**src/wdl_pkg.sv**
```systemverilog
// package: constants, register map and control fields of the watchdog timer
package wdl_pkg;
  // register bus
  localparam int          ADDR_W          = 8;
  localparam int          DATA_W          = 32;
  localparam logic [7:0]  OFS_RELOAD      = 8'h00;
  localparam logic [7:0]  OFS_COUNT       = 8'h04;
  localparam logic [7:0]  OFS_SERVICE     = 8'h08;
  localparam logic [7:0]  OFS_CONTROL     = 8'h0C;
  localparam logic [7:0]  OFS_SERVICE_ALT = 8'h10;

  // control register fields
  localparam int          CON_IRQOPT_BIT  = 1;
  localparam int          CON_PRESC_LSB   = 2;
  localparam int          CON_PRESC_W     = 2;
  localparam int          CON_SECURE_BIT  = 4;
  localparam int          CON_WDEN_BIT    = 5;
  localparam int          CON_PERIOD_BIT  = 6;
  localparam int          CON_EN_BIT      = 7;
  localparam int          CON_UP_BIT      = 8;
  localparam int          CON_W           = 9;
  localparam logic [8:0]  CON_WMASK       = 9'h1FE;

  // reset values
  localparam logic [8:0]  CON_RESET       = 9'h000;
  localparam logic [15:0] RELOAD_RESET    = 16'h0000;
  localparam logic [15:0] COUNT_RESET     = 16'h0000;
  localparam logic [7:0]  LFSR_RESET      = 8'h00;
  localparam logic [7:0]  PRE_RESET       = 8'h00;

  // prescale codes and divide terminal counts
  localparam logic [1:0]  PRESC_DIV1      = 2'h0;
  localparam logic [1:0]  PRESC_DIV16     = 2'h1;
  localparam logic [1:0]  PRESC_DIV256    = 2'h2;
  localparam logic [1:0]  PRESC_ALT1      = 2'h3;
  localparam logic [7:0]  DIV16_LAST      = 8'h0F;
  localparam logic [7:0]  DIV256_LAST     = 8'hFF;

  // lfsr x8+x6+x5+x+1, galois form shifting toward the msb
  localparam logic [7:0]  LFSR_TAPS       = 8'h63;

  // timing
  localparam int          CLK_HZ          = 50_000_000;
  localparam int          CLK_PERIOD_NS   = 20;
  localparam int          SRC_HZ          = 32_768;
  localparam int          WD_MAX_TIMEOUT_S = 512;
  localparam longint      WD_MAX_SRC_TICKS =
    longint'(WD_MAX_TIMEOUT_S) * longint'(SRC_HZ);
  localparam longint      WD_MAX_CLK_CYCLES =
    longint'(WD_MAX_TIMEOUT_S) * longint'(CLK_HZ);
endpackage : wdl_pkg

```
**src/wdl_watchdog.sv**
```systemverilog
// watchdog timer with lfsr-checked servicing, one clock domain
//
// Added by the designer: strobed register access and the register offsets.
`timescale 1ns/10ps

//
// Contract
// - control bit 5 enters watchdog mode
// - watchdog counts down from reload value
// - expiry gives reset or interrupt per bit 1
// - service write reloads counter in watchdog mode
// - reload and control writes ignored in watchdog
// - only reset leaves watchdog mode
// - normal mode service write clears interrupt
// - prescale codes: 1, 16, 256, 11 as 00
// - watchdog counts the prescaled 32 kHz source
// - full scale at /256 reaches 512 s
// - secure value from 8-bit lfsr polynomial
// - matching secure write reloads, steps lfsr
// - mismatching secure write resets at once
// - zero seed always forces reset
// - lfsr state is never readable
// - watchdog enable resets cleared, normal mode
// - secure bit resets cleared, any-value service
// - irq option chooses interrupt over reset
// - direction, enable, mode bits with defaults; direction bit 8 is stored but ignored, counting is always down
// - normal mode counts prescaled 32 kHz source
// - enable gates counting, mode picks periodic
module wdl_watchdog #(
  parameter int CNT_W = 16
) (
  // clock and reset
  input  wire logic                      clk_in,
  input  wire logic                      resetn_in,
  // 32 kHz source, one-cycle tick per source period
  input  wire logic                      src_tick_in,
  // register port
  input  wire logic [wdl_pkg::ADDR_W-1:0] addr_in,
  input  wire logic [wdl_pkg::DATA_W-1:0] wdata_in,
  input  wire logic                      wr_in,
  input  wire logic                      rd_in,
  output logic      [wdl_pkg::DATA_W-1:0] rdata_out,
  // events
  output logic                           irq_out,
  output logic                           wd_reset_out,
  output logic                           wd_active_out
);

  typedef struct packed {
    logic [CNT_W-1:0]           reload;
    logic [CNT_W-1:0]           count;
    logic [wdl_pkg::CON_W-1:0]  con;
    logic [7:0]                 pre;
    logic [7:0]                 lfsr;
    logic                       irq;
    logic                       rst;
    logic [wdl_pkg::DATA_W-1:0] rdata;
  } wdl_state_t;

  wdl_state_t st_q;
  wdl_state_t st_d;

  function automatic logic wdl_hit(input logic [wdl_pkg::ADDR_W-1:0] a,
                                   input logic [7:0] ofs);
    wdl_hit = (a == ofs);
  endfunction : wdl_hit

  function automatic logic [7:0] wdl_lfsr_next(input logic [7:0] s);
    wdl_lfsr_next = {s[6:0], 1'b0} ^ (s[7] ? wdl_pkg::LFSR_TAPS : 8'h00);
  endfunction : wdl_lfsr_next

  // decoded accesses
  logic             wr_reload;
  logic             wr_count_ro;
  logic             wr_service;
  logic             wr_control;
  logic             wd_on;
  logic             secure_on;
  logic             irq_opt;
  logic [1:0]       presc;
  logic             div_tick;
  logic             run;
  logic             at_zero;
  logic             expire;
  logic             svc_match;
  logic             svc_ok;
  logic             svc_bad;
  logic             zero_seed;

  assign wr_reload   = wr_in && wdl_hit(addr_in, wdl_pkg::OFS_RELOAD);
  assign wr_count_ro = wr_in && wdl_hit(addr_in, wdl_pkg::OFS_COUNT);
  assign wr_service  = wr_in && (wdl_hit(addr_in, wdl_pkg::OFS_SERVICE) ||
                       wdl_hit(addr_in, wdl_pkg::OFS_SERVICE_ALT));
  assign wr_control  = wr_in && wdl_hit(addr_in, wdl_pkg::OFS_CONTROL);
  assign wd_on       = st_q.con[wdl_pkg::CON_WDEN_BIT];
  assign secure_on   = st_q.con[wdl_pkg::CON_SECURE_BIT];
  assign irq_opt     = st_q.con[wdl_pkg::CON_IRQOPT_BIT];
  assign presc       = st_q.con[wdl_pkg::CON_PRESC_LSB +: 2];

  // prescaler terminal: 11 behaves as 00
  // one shared prescaler keeps every ratio in phase with the source
  always_comb begin
    unique case (presc)
      wdl_pkg::PRESC_DIV16:  div_tick = src_tick_in &&
        ({4'h0, st_q.pre[3:0]} == wdl_pkg::DIV16_LAST);
      wdl_pkg::PRESC_DIV256: div_tick = src_tick_in &&
        (st_q.pre == wdl_pkg::DIV256_LAST);
      wdl_pkg::PRESC_DIV1,
      wdl_pkg::PRESC_ALT1:   div_tick = src_tick_in;
    endcase
  end

  // watchdog runs unconditionally, normal mode only when enabled
  assign run       = wd_on || st_q.con[wdl_pkg::CON_EN_BIT];
  assign at_zero   = (st_q.count == '0);
  assign expire    = run && div_tick && at_zero;
  assign svc_match = (wdata_in[7:0] == st_q.lfsr);
  assign svc_ok    = wd_on && wr_service && (!secure_on || svc_match);
  assign svc_bad   = wd_on && wr_service && secure_on && !svc_match;
  // a zero seed never leaves zero, so no write can service it
  assign zero_seed = wd_on && secure_on && (st_q.lfsr == 8'h00);

  always_comb begin
    st_d = st_q;
    st_d.rdata = '0;

    // prescaler counts every source tick
    if (src_tick_in) begin
      st_d.pre = st_q.pre + 8'h01;
    end

    // counter
    if (run && div_tick) begin
      if (!at_zero) begin
        st_d.count = st_q.count - 1'b1;
      end else if (wd_on) begin
        st_d.count = st_q.reload;
      end else if (st_q.con[wdl_pkg::CON_PERIOD_BIT]) begin
        st_d.count = st_q.reload;
      end else begin
        st_d.count = '1;
      end
    end

    // expiry: reset or interrupt
    if (expire) begin
      if (wd_on && !irq_opt) begin
        st_d.rst = 1'b1;
      end
    end

    // normal mode register writes; protected once watchdog is on
    if (!wd_on) begin
      if (wr_reload) begin
        st_d.reload = wdata_in[CNT_W-1:0];
        st_d.count  = wdata_in[CNT_W-1:0];
      end
      if (wr_control) begin
        st_d.con = wdata_in[wdl_pkg::CON_W-1:0] & wdl_pkg::CON_WMASK;
        st_d.pre = wdl_pkg::PRE_RESET;
        if (wdata_in[wdl_pkg::CON_WDEN_BIT]) begin
          st_d.count = st_q.reload;
        end
      end
      if (wr_service) begin
        st_d.irq  = 1'b0;
        st_d.lfsr = wdata_in[7:0];
      end
    end

    // service in the expiry cycle reloads; the expiry event still stands
    // watchdog servicing
    if (svc_ok) begin
      st_d.count = st_q.reload;
      st_d.irq   = 1'b0;
      if (secure_on) begin
        st_d.lfsr = wdl_lfsr_next(st_q.lfsr);
      end
    end
    if (svc_bad || zero_seed) begin
      st_d.rst = 1'b1;
    end

    // interrupt set wins over a clear in the same cycle
    if (expire && (!wd_on || irq_opt)) begin
      st_d.irq = 1'b1;
    end

    // read data, lfsr deliberately absent
    if (rd_in) begin
      if (wdl_hit(addr_in, wdl_pkg::OFS_RELOAD)) begin
        st_d.rdata[CNT_W-1:0] = st_q.reload;
      end else if (wdl_hit(addr_in, wdl_pkg::OFS_COUNT)) begin
        st_d.rdata[CNT_W-1:0] = st_q.count;
      end else if (wdl_hit(addr_in, wdl_pkg::OFS_CONTROL)) begin
        st_d.rdata[wdl_pkg::CON_W-1:0] = st_q.con;
      end
    end
  end

  // only reset clears watchdog mode and the reset request
  always_ff @(posedge clk_in or negedge resetn_in) begin
    if (!resetn_in) begin
      st_q.reload <= wdl_pkg::RELOAD_RESET;
      st_q.count  <= wdl_pkg::COUNT_RESET;
      st_q.con    <= wdl_pkg::CON_RESET;
      st_q.pre    <= wdl_pkg::PRE_RESET;
      st_q.lfsr   <= wdl_pkg::LFSR_RESET;
      st_q.irq    <= 1'b0;
      st_q.rst    <= 1'b0;
      st_q.rdata  <= '0;
    end else begin
      st_q <= st_d;
    end
  end

  assign rdata_out     = st_q.rdata;
  assign irq_out       = st_q.irq;
  assign wd_reset_out  = st_q.rst;
  assign wd_active_out = st_q.con[wdl_pkg::CON_WDEN_BIT];
endmodule : wdl_watchdog

```
**config.mk**
```make
export PLATFORM = sky130hd
export DESIGN_NAME = wdl_watchdog
export DESIGN_NICKNAME = d
export VERILOG_FILES = /design/src/wdl_pkg.sv /design/src/wdl_watchdog.sv
export SDC_FILE = /design/constraint.sdc
export NUM_CORES = 1
export LEC_CHECK = 0
export BUFFER_PORTS_ARGS = -buffer_cell sky130_fd_sc_hd__buf_2
export CAP_MARGIN = 20
export CORE_UTILIZATION = 57
export DETAILED_ROUTE_END_ITERATION = 10
export PLACE_DENSITY = 0.81
export RECOVER_POWER = 100
export SLEW_MARGIN = 0
export SYNTH_ARGS = -nofsm -noshare
export SYNTH_HDL_FRONTEND = slang
export SYNTH_SLANG_ARGS = --single-unit
```
**constraint.sdc**
```tcl
create_clock -name clk_in -period 2.8 [get_ports clk_in]
set_clock_uncertainty 0.2 [all_clocks]
set_input_delay 0.28 -clock clk_in [delete_from_list [all_inputs] [get_ports clk_in]]
set_output_delay 0.28 -clock clk_in [all_outputs]
set_load 0.05 [all_outputs]
```
# ---- Word-level counts from Yosys, hierarchy flattened
# Cells that the tools add are included.
dict set report totals {
  reg_bits 74
  out_inout_bits 35
  word_cells 84
}
dict set report op_classes {
  addsub 2
  n_eq_ne 11
  muxes 24
  bitwise 2
  n_reduce_logical 36
}
# operator count
set op_table {}
lappend op_table {{$mux 16} 9}
lappend op_table {{$mux 42} 1}
lappend op_table {{$mux 9} 4}
lappend op_table {{$mux 33} 1}
lappend op_table {{$eq 8x4->1 const B} 2}
lappend op_table {{$logic_not 16->1} 1}
lappend op_table {{$logic_not 8->1} 2}
lappend op_table {{$mux 8} 2}
lappend op_table {{$sub 16x1->16 const B} 1}
lappend op_table {{$logic_and 1x1->1} 15}
lappend op_table {{$mux 7} 2}
lappend op_table {{$add 8x1->8 const B} 1}
lappend op_table {{$eq 8x3->1 const B} 1}
lappend op_table {{$eq 8x5->1 const B} 1}
lappend op_table {{$eq 8x8->1} 1}
lappend op_table {{$eq 8x8->1 const B} 1}
lappend op_table {{$reduce_and 2->1} 4}
lappend op_table {{$xor 8x7->8} 1}
lappend op_table {{$logic_or 1x1->1} 5}
lappend op_table {{$eq 2x2->1 const B} 2}
lappend op_table {{$eq 4x4->1 const B} 1}
lappend op_table {{$logic_not 1->1} 4}
lappend op_table {{$mux 1} 4}
lappend op_table {{$reduce_bool 2->1} 2}
lappend op_table {{7 further kinds} 7}

# ---- Longest topological paths before layout
dict set report logic_depth {
  ltp_word 12
  mapped_depth 9
  depth_no_buf 8
}

# ---- Least setup slack after synthesis
# Ideal clock, no wire load.
dict set report synth_timing {
  kind {reg2reg}
  from {register st_q (netlist bit wd_active_out)}
  to {register st_q[66] (netlist name)}
  t_arrival_ns 2.137
  required_time_ns 2.469
  setup_slack_ns 0.331
  stages_incl_launch_ff 9
  path_buffers 2
  period_less_slack_ns 2.469
  cell_sequence {dfrtp_1 > clkbuf_1 > nor2_1 > nand3b_1 > or2_1 > buf_2 > o2111ai_2 > a221oi_1 > or3_1}
}
# element line
set synth_rtl {}
lappend synth_rtl {{start: declaration} wdl_watchdog.sv:60} ;# wdl_state_t st_q;
lappend synth_rtl {{start signal: assignment} wdl_watchdog.sv:213} ;# st_q <= st_d;

==> impl_metrics.toml <==
[pwr]
power_density_nw_per_um2 = 702
vdd_drop_max_mv = 0.355
p_leak_nw = 2.36

[sta]
relSlewSlack = -0.214
fin_tns_setup_ns = 0
finalCritPeriodShare = 0.951
rsz0062_at_grt = "false"
final-setup-viol-count = 0
worstMarginPinSlew_ns = 1.82
fin_crit_ns = 2.66
setup_ws_ns = 0.136
fmaxAchievable_mhz = 375
report.final.slew_viol_count = 75
final_hold_viol_count = 0

[worst_hold_path]
whs_path_depth = 2
hp-start = "wdata_in[2]"
min_to = "st_q[77]$_DFFE_PN0P_"
hold_path.class = "primary input to flip-flop"

[placed_design]
port_buffers = 47
pre_cts_ws_ns = 0.132
gp_congestion = 0.925
dp_hpwl_um = 8270
dpl_cell_area_um2 = 4940

[critical_path]
end_kind = "flip-flop"
path_class = "flip-flop to flip-flop"
required_ns = 2.89
cp_max_fo = 7
r2r-end = "st_q[68]$_DFF_PN0_"
r2r_setup_slack_ns = 0.14
timing.rr.start = "st_q[62]$_DFF_PN0_"
critPathLaunchType = "flip-flop"
crit_arrival_ns = 2.76
rr_worst_depth = 7

[route]
vias = 4177
routed_wl_um = 12300
vias_per_cell = 6.43
drtIter0Drc = 414
firstDrtPassIters = 5
wl_per_cell_um = 18.9
ant_nets = 0
drc = 0

[logic_synthesis]
seq_area_frac_synth = 0.395
netlist_area_um2 = 4690
synth.most_common_cell = "dfrtp_1"
synth_common_cells = "dfrtp_1, nor2_1, mux2_2, buf_4, a21oi_1"
async_flop_share = 1.00
yosys_most_used_dff = "dfrtp_1"
synth_cell_types = 66
synth_edf_count = 0
synth.avg_cell_area_um2 = 9.50
synth_top_cell_area_share = 0.395
syn_inst = 493
yosysWarnings = 0
ys_seq_elements = 74
synth_largest_area_cell = "dfrtp_1"
synthTopCellsByArea = "dfrtp_1, mux2_2, buf_4"

[run]
maxCapViolations = 1

[global_routing]
grt_pass1_wl_um = 19700
grt_usage = 0.302
grt_pass1_vias = 3854
grt_overflow = 0
antenna_found_initial = 0
grt_max_degree = 75

[cts]
path_clk_slew_ns = 0.08
clk_path_buf_depth = 2
insertion_delay_ns = 0.36
cts_tree = "built"
cts_setup_buffers = 0
numCtsBuffers = 9
htree_levels = 3
root_buffer = "clkbuf_8"
cts.sinks = 74

[floorplan]
core_area_um2 = 7850
dieArea_um2 = 8590
rows = 32
fp.dieW_um = 92.7
fp.dieH_um = 92.7
io_pins = 80
start_util = 0.597

[run_status]
status = "finished with violations"
failed_checks = "capacitance limit, slew limit"

[final_layout]
area_growth_pct = 10.6
final_nets = 591
nFillCells = 675
design_area_um2 = 5180
drive_gt1_frac = 0.203
multi_input_area_um2 = 2490
post-route-util = 0.661
seqCellArea_um2 = 1850
==> layout by cell type (no fill, tap or decap), drive strengths merged, types with 3 or more instances in the layout <==
cell	count
or3	6
conb	16
dlygate4sd3	9
nand4	9
a31oi	3
xor2	12
a221o	8
and3	7
nor3	5
nand3b	3
a21oi	28
o21ai	27
clkbuf	39
and2	3
or4	4
nor4	8
dfrtp	74
ha	4
a211o	3
nor2	58
o31ai	8
mux2	39
or2	3
nand2	24
nor3b	3
nand3	8
a22oi	22
xnor2	7
mux2i	16
inv	9
clkinvlp	3
buf	46
a32oi	3
==> critical path: stages, from the launching register on <==
cell and delay (ns):
dfrtp_1 0.48, or4_1 0.67, clkbuf_1 0.20, or3_1 0.33
a2bb2oi_1 0.20, a32oi_1 0.19, a21oi_1 0.19, a211o_1 0.14
==> layout make-up <==
type | count | share of cell area
Antenna cell | 1 | 0.000483
Clock buffer | 10 | 0.0246
Clock inverter | 6 | 0.0128
Inverter | 9 | 0.00652
Multi-Input combinational cell | 364 | 0.480
Sequential cell | 74 | 0.357
Tap cell | 102 | 0.0246
Timing Repair Buffer | 84 | 0.0934
==> power breakdown <==
group | switching, mW | internal (mW) | total [mW] | leakage, nW
Sequential | 0.247 | 1.21 | 1.46 | 0.994
Clock | 0.428 | 0.413 | 0.842 | 0.0889
Combinational | 0.747 | 0.588 | 1.34 | 1.28
Total | 1.42 | 2.21 | 3.64 | 2.36
==> how the worst max path moves through the flow <==
| stage | from | to |
|---|---|---|
| 2_1_floorplan | wd_active_out$_DFF_PN0_ | st_q[66]$_DFF_PN0_ |
| 3_3_place_gp | st_q[59]$_DFF_PN0_ | st_q[60]$_DFF_PN0_ |
| 3_5_place_dp | st_q[59]$_DFF_PN0_ | st_q[59]$_DFF_PN0_ |
| 4_1_cts | st_q[59]$_DFF_PN0_ | st_q[59]$_DFF_PN0_ |
| 5_1_grt | st_q[59]$_DFF_PN0_ | st_q[59]$_DFF_PN0_ |
| 6_report | st_q[62]$_DFF_PN0_ | st_q[68]$_DFF_PN0_ |
==> layer usage <==
layer / routed length, um / part of all wire / global-route usage / vias to the layer above
met5: 0 / 0 / 0 / -
met4: 351 / 0.029 / 0.137 / 0
met3: 1040 / 0.084 / 0.0558 / 43
met2: 5840 / 0.47 / 0.475 / 248
met1: 5080 / 0.41 / 0.407 / 2026
li1: - / - / - / 1860
==> sequential cells by signal (all words and copies together) (netlist names) <==
signal,count
st_q,51
rdata_out,16
presc,2
irq_opt,1
irq_out,1
secure_on,1
wd_active_out,1
wd_reset_out,1
==> repair_timing <==
item | in CTS | in global routing
hold buffers | 9 | 0
endpoints found under the setup margin | 0 | 7
resized for setup | 0 | 2
hold endpoints to repair | 83 | 0
==> cell families (layout without fill, tap and decap cells) <==
family,Yosys count,in the layout,synth area share
and+or+nand+nor,149,149,0.168
adders and majority gates,4,4,0.0107
muxes,55,55,0.128
xor gates and xnor gates,19,19,0.0355
other,1,17,0.000800
AOI/OAI and AO/OA,121,121,0.175
buffers and inverters,70,109,0.0868
DFF,74,74,0.395
==> metrics by stage <==
stage | power [mW] | cells | hold slack [ns]
2_1_floorplan | 2.38 | 508 | -0.216
3_3_place_gp | 2.71 | 624 | 0.264
3_5_place_dp | 2.75 | 624 | 0.269
4_1_cts | 3.60 | 649 | 0.0438
5_1_grt | 3.83 | 649 | 0.0522
6_report | 3.64 | 650 | 0.0492
Power figures use the tool's default switching activity.
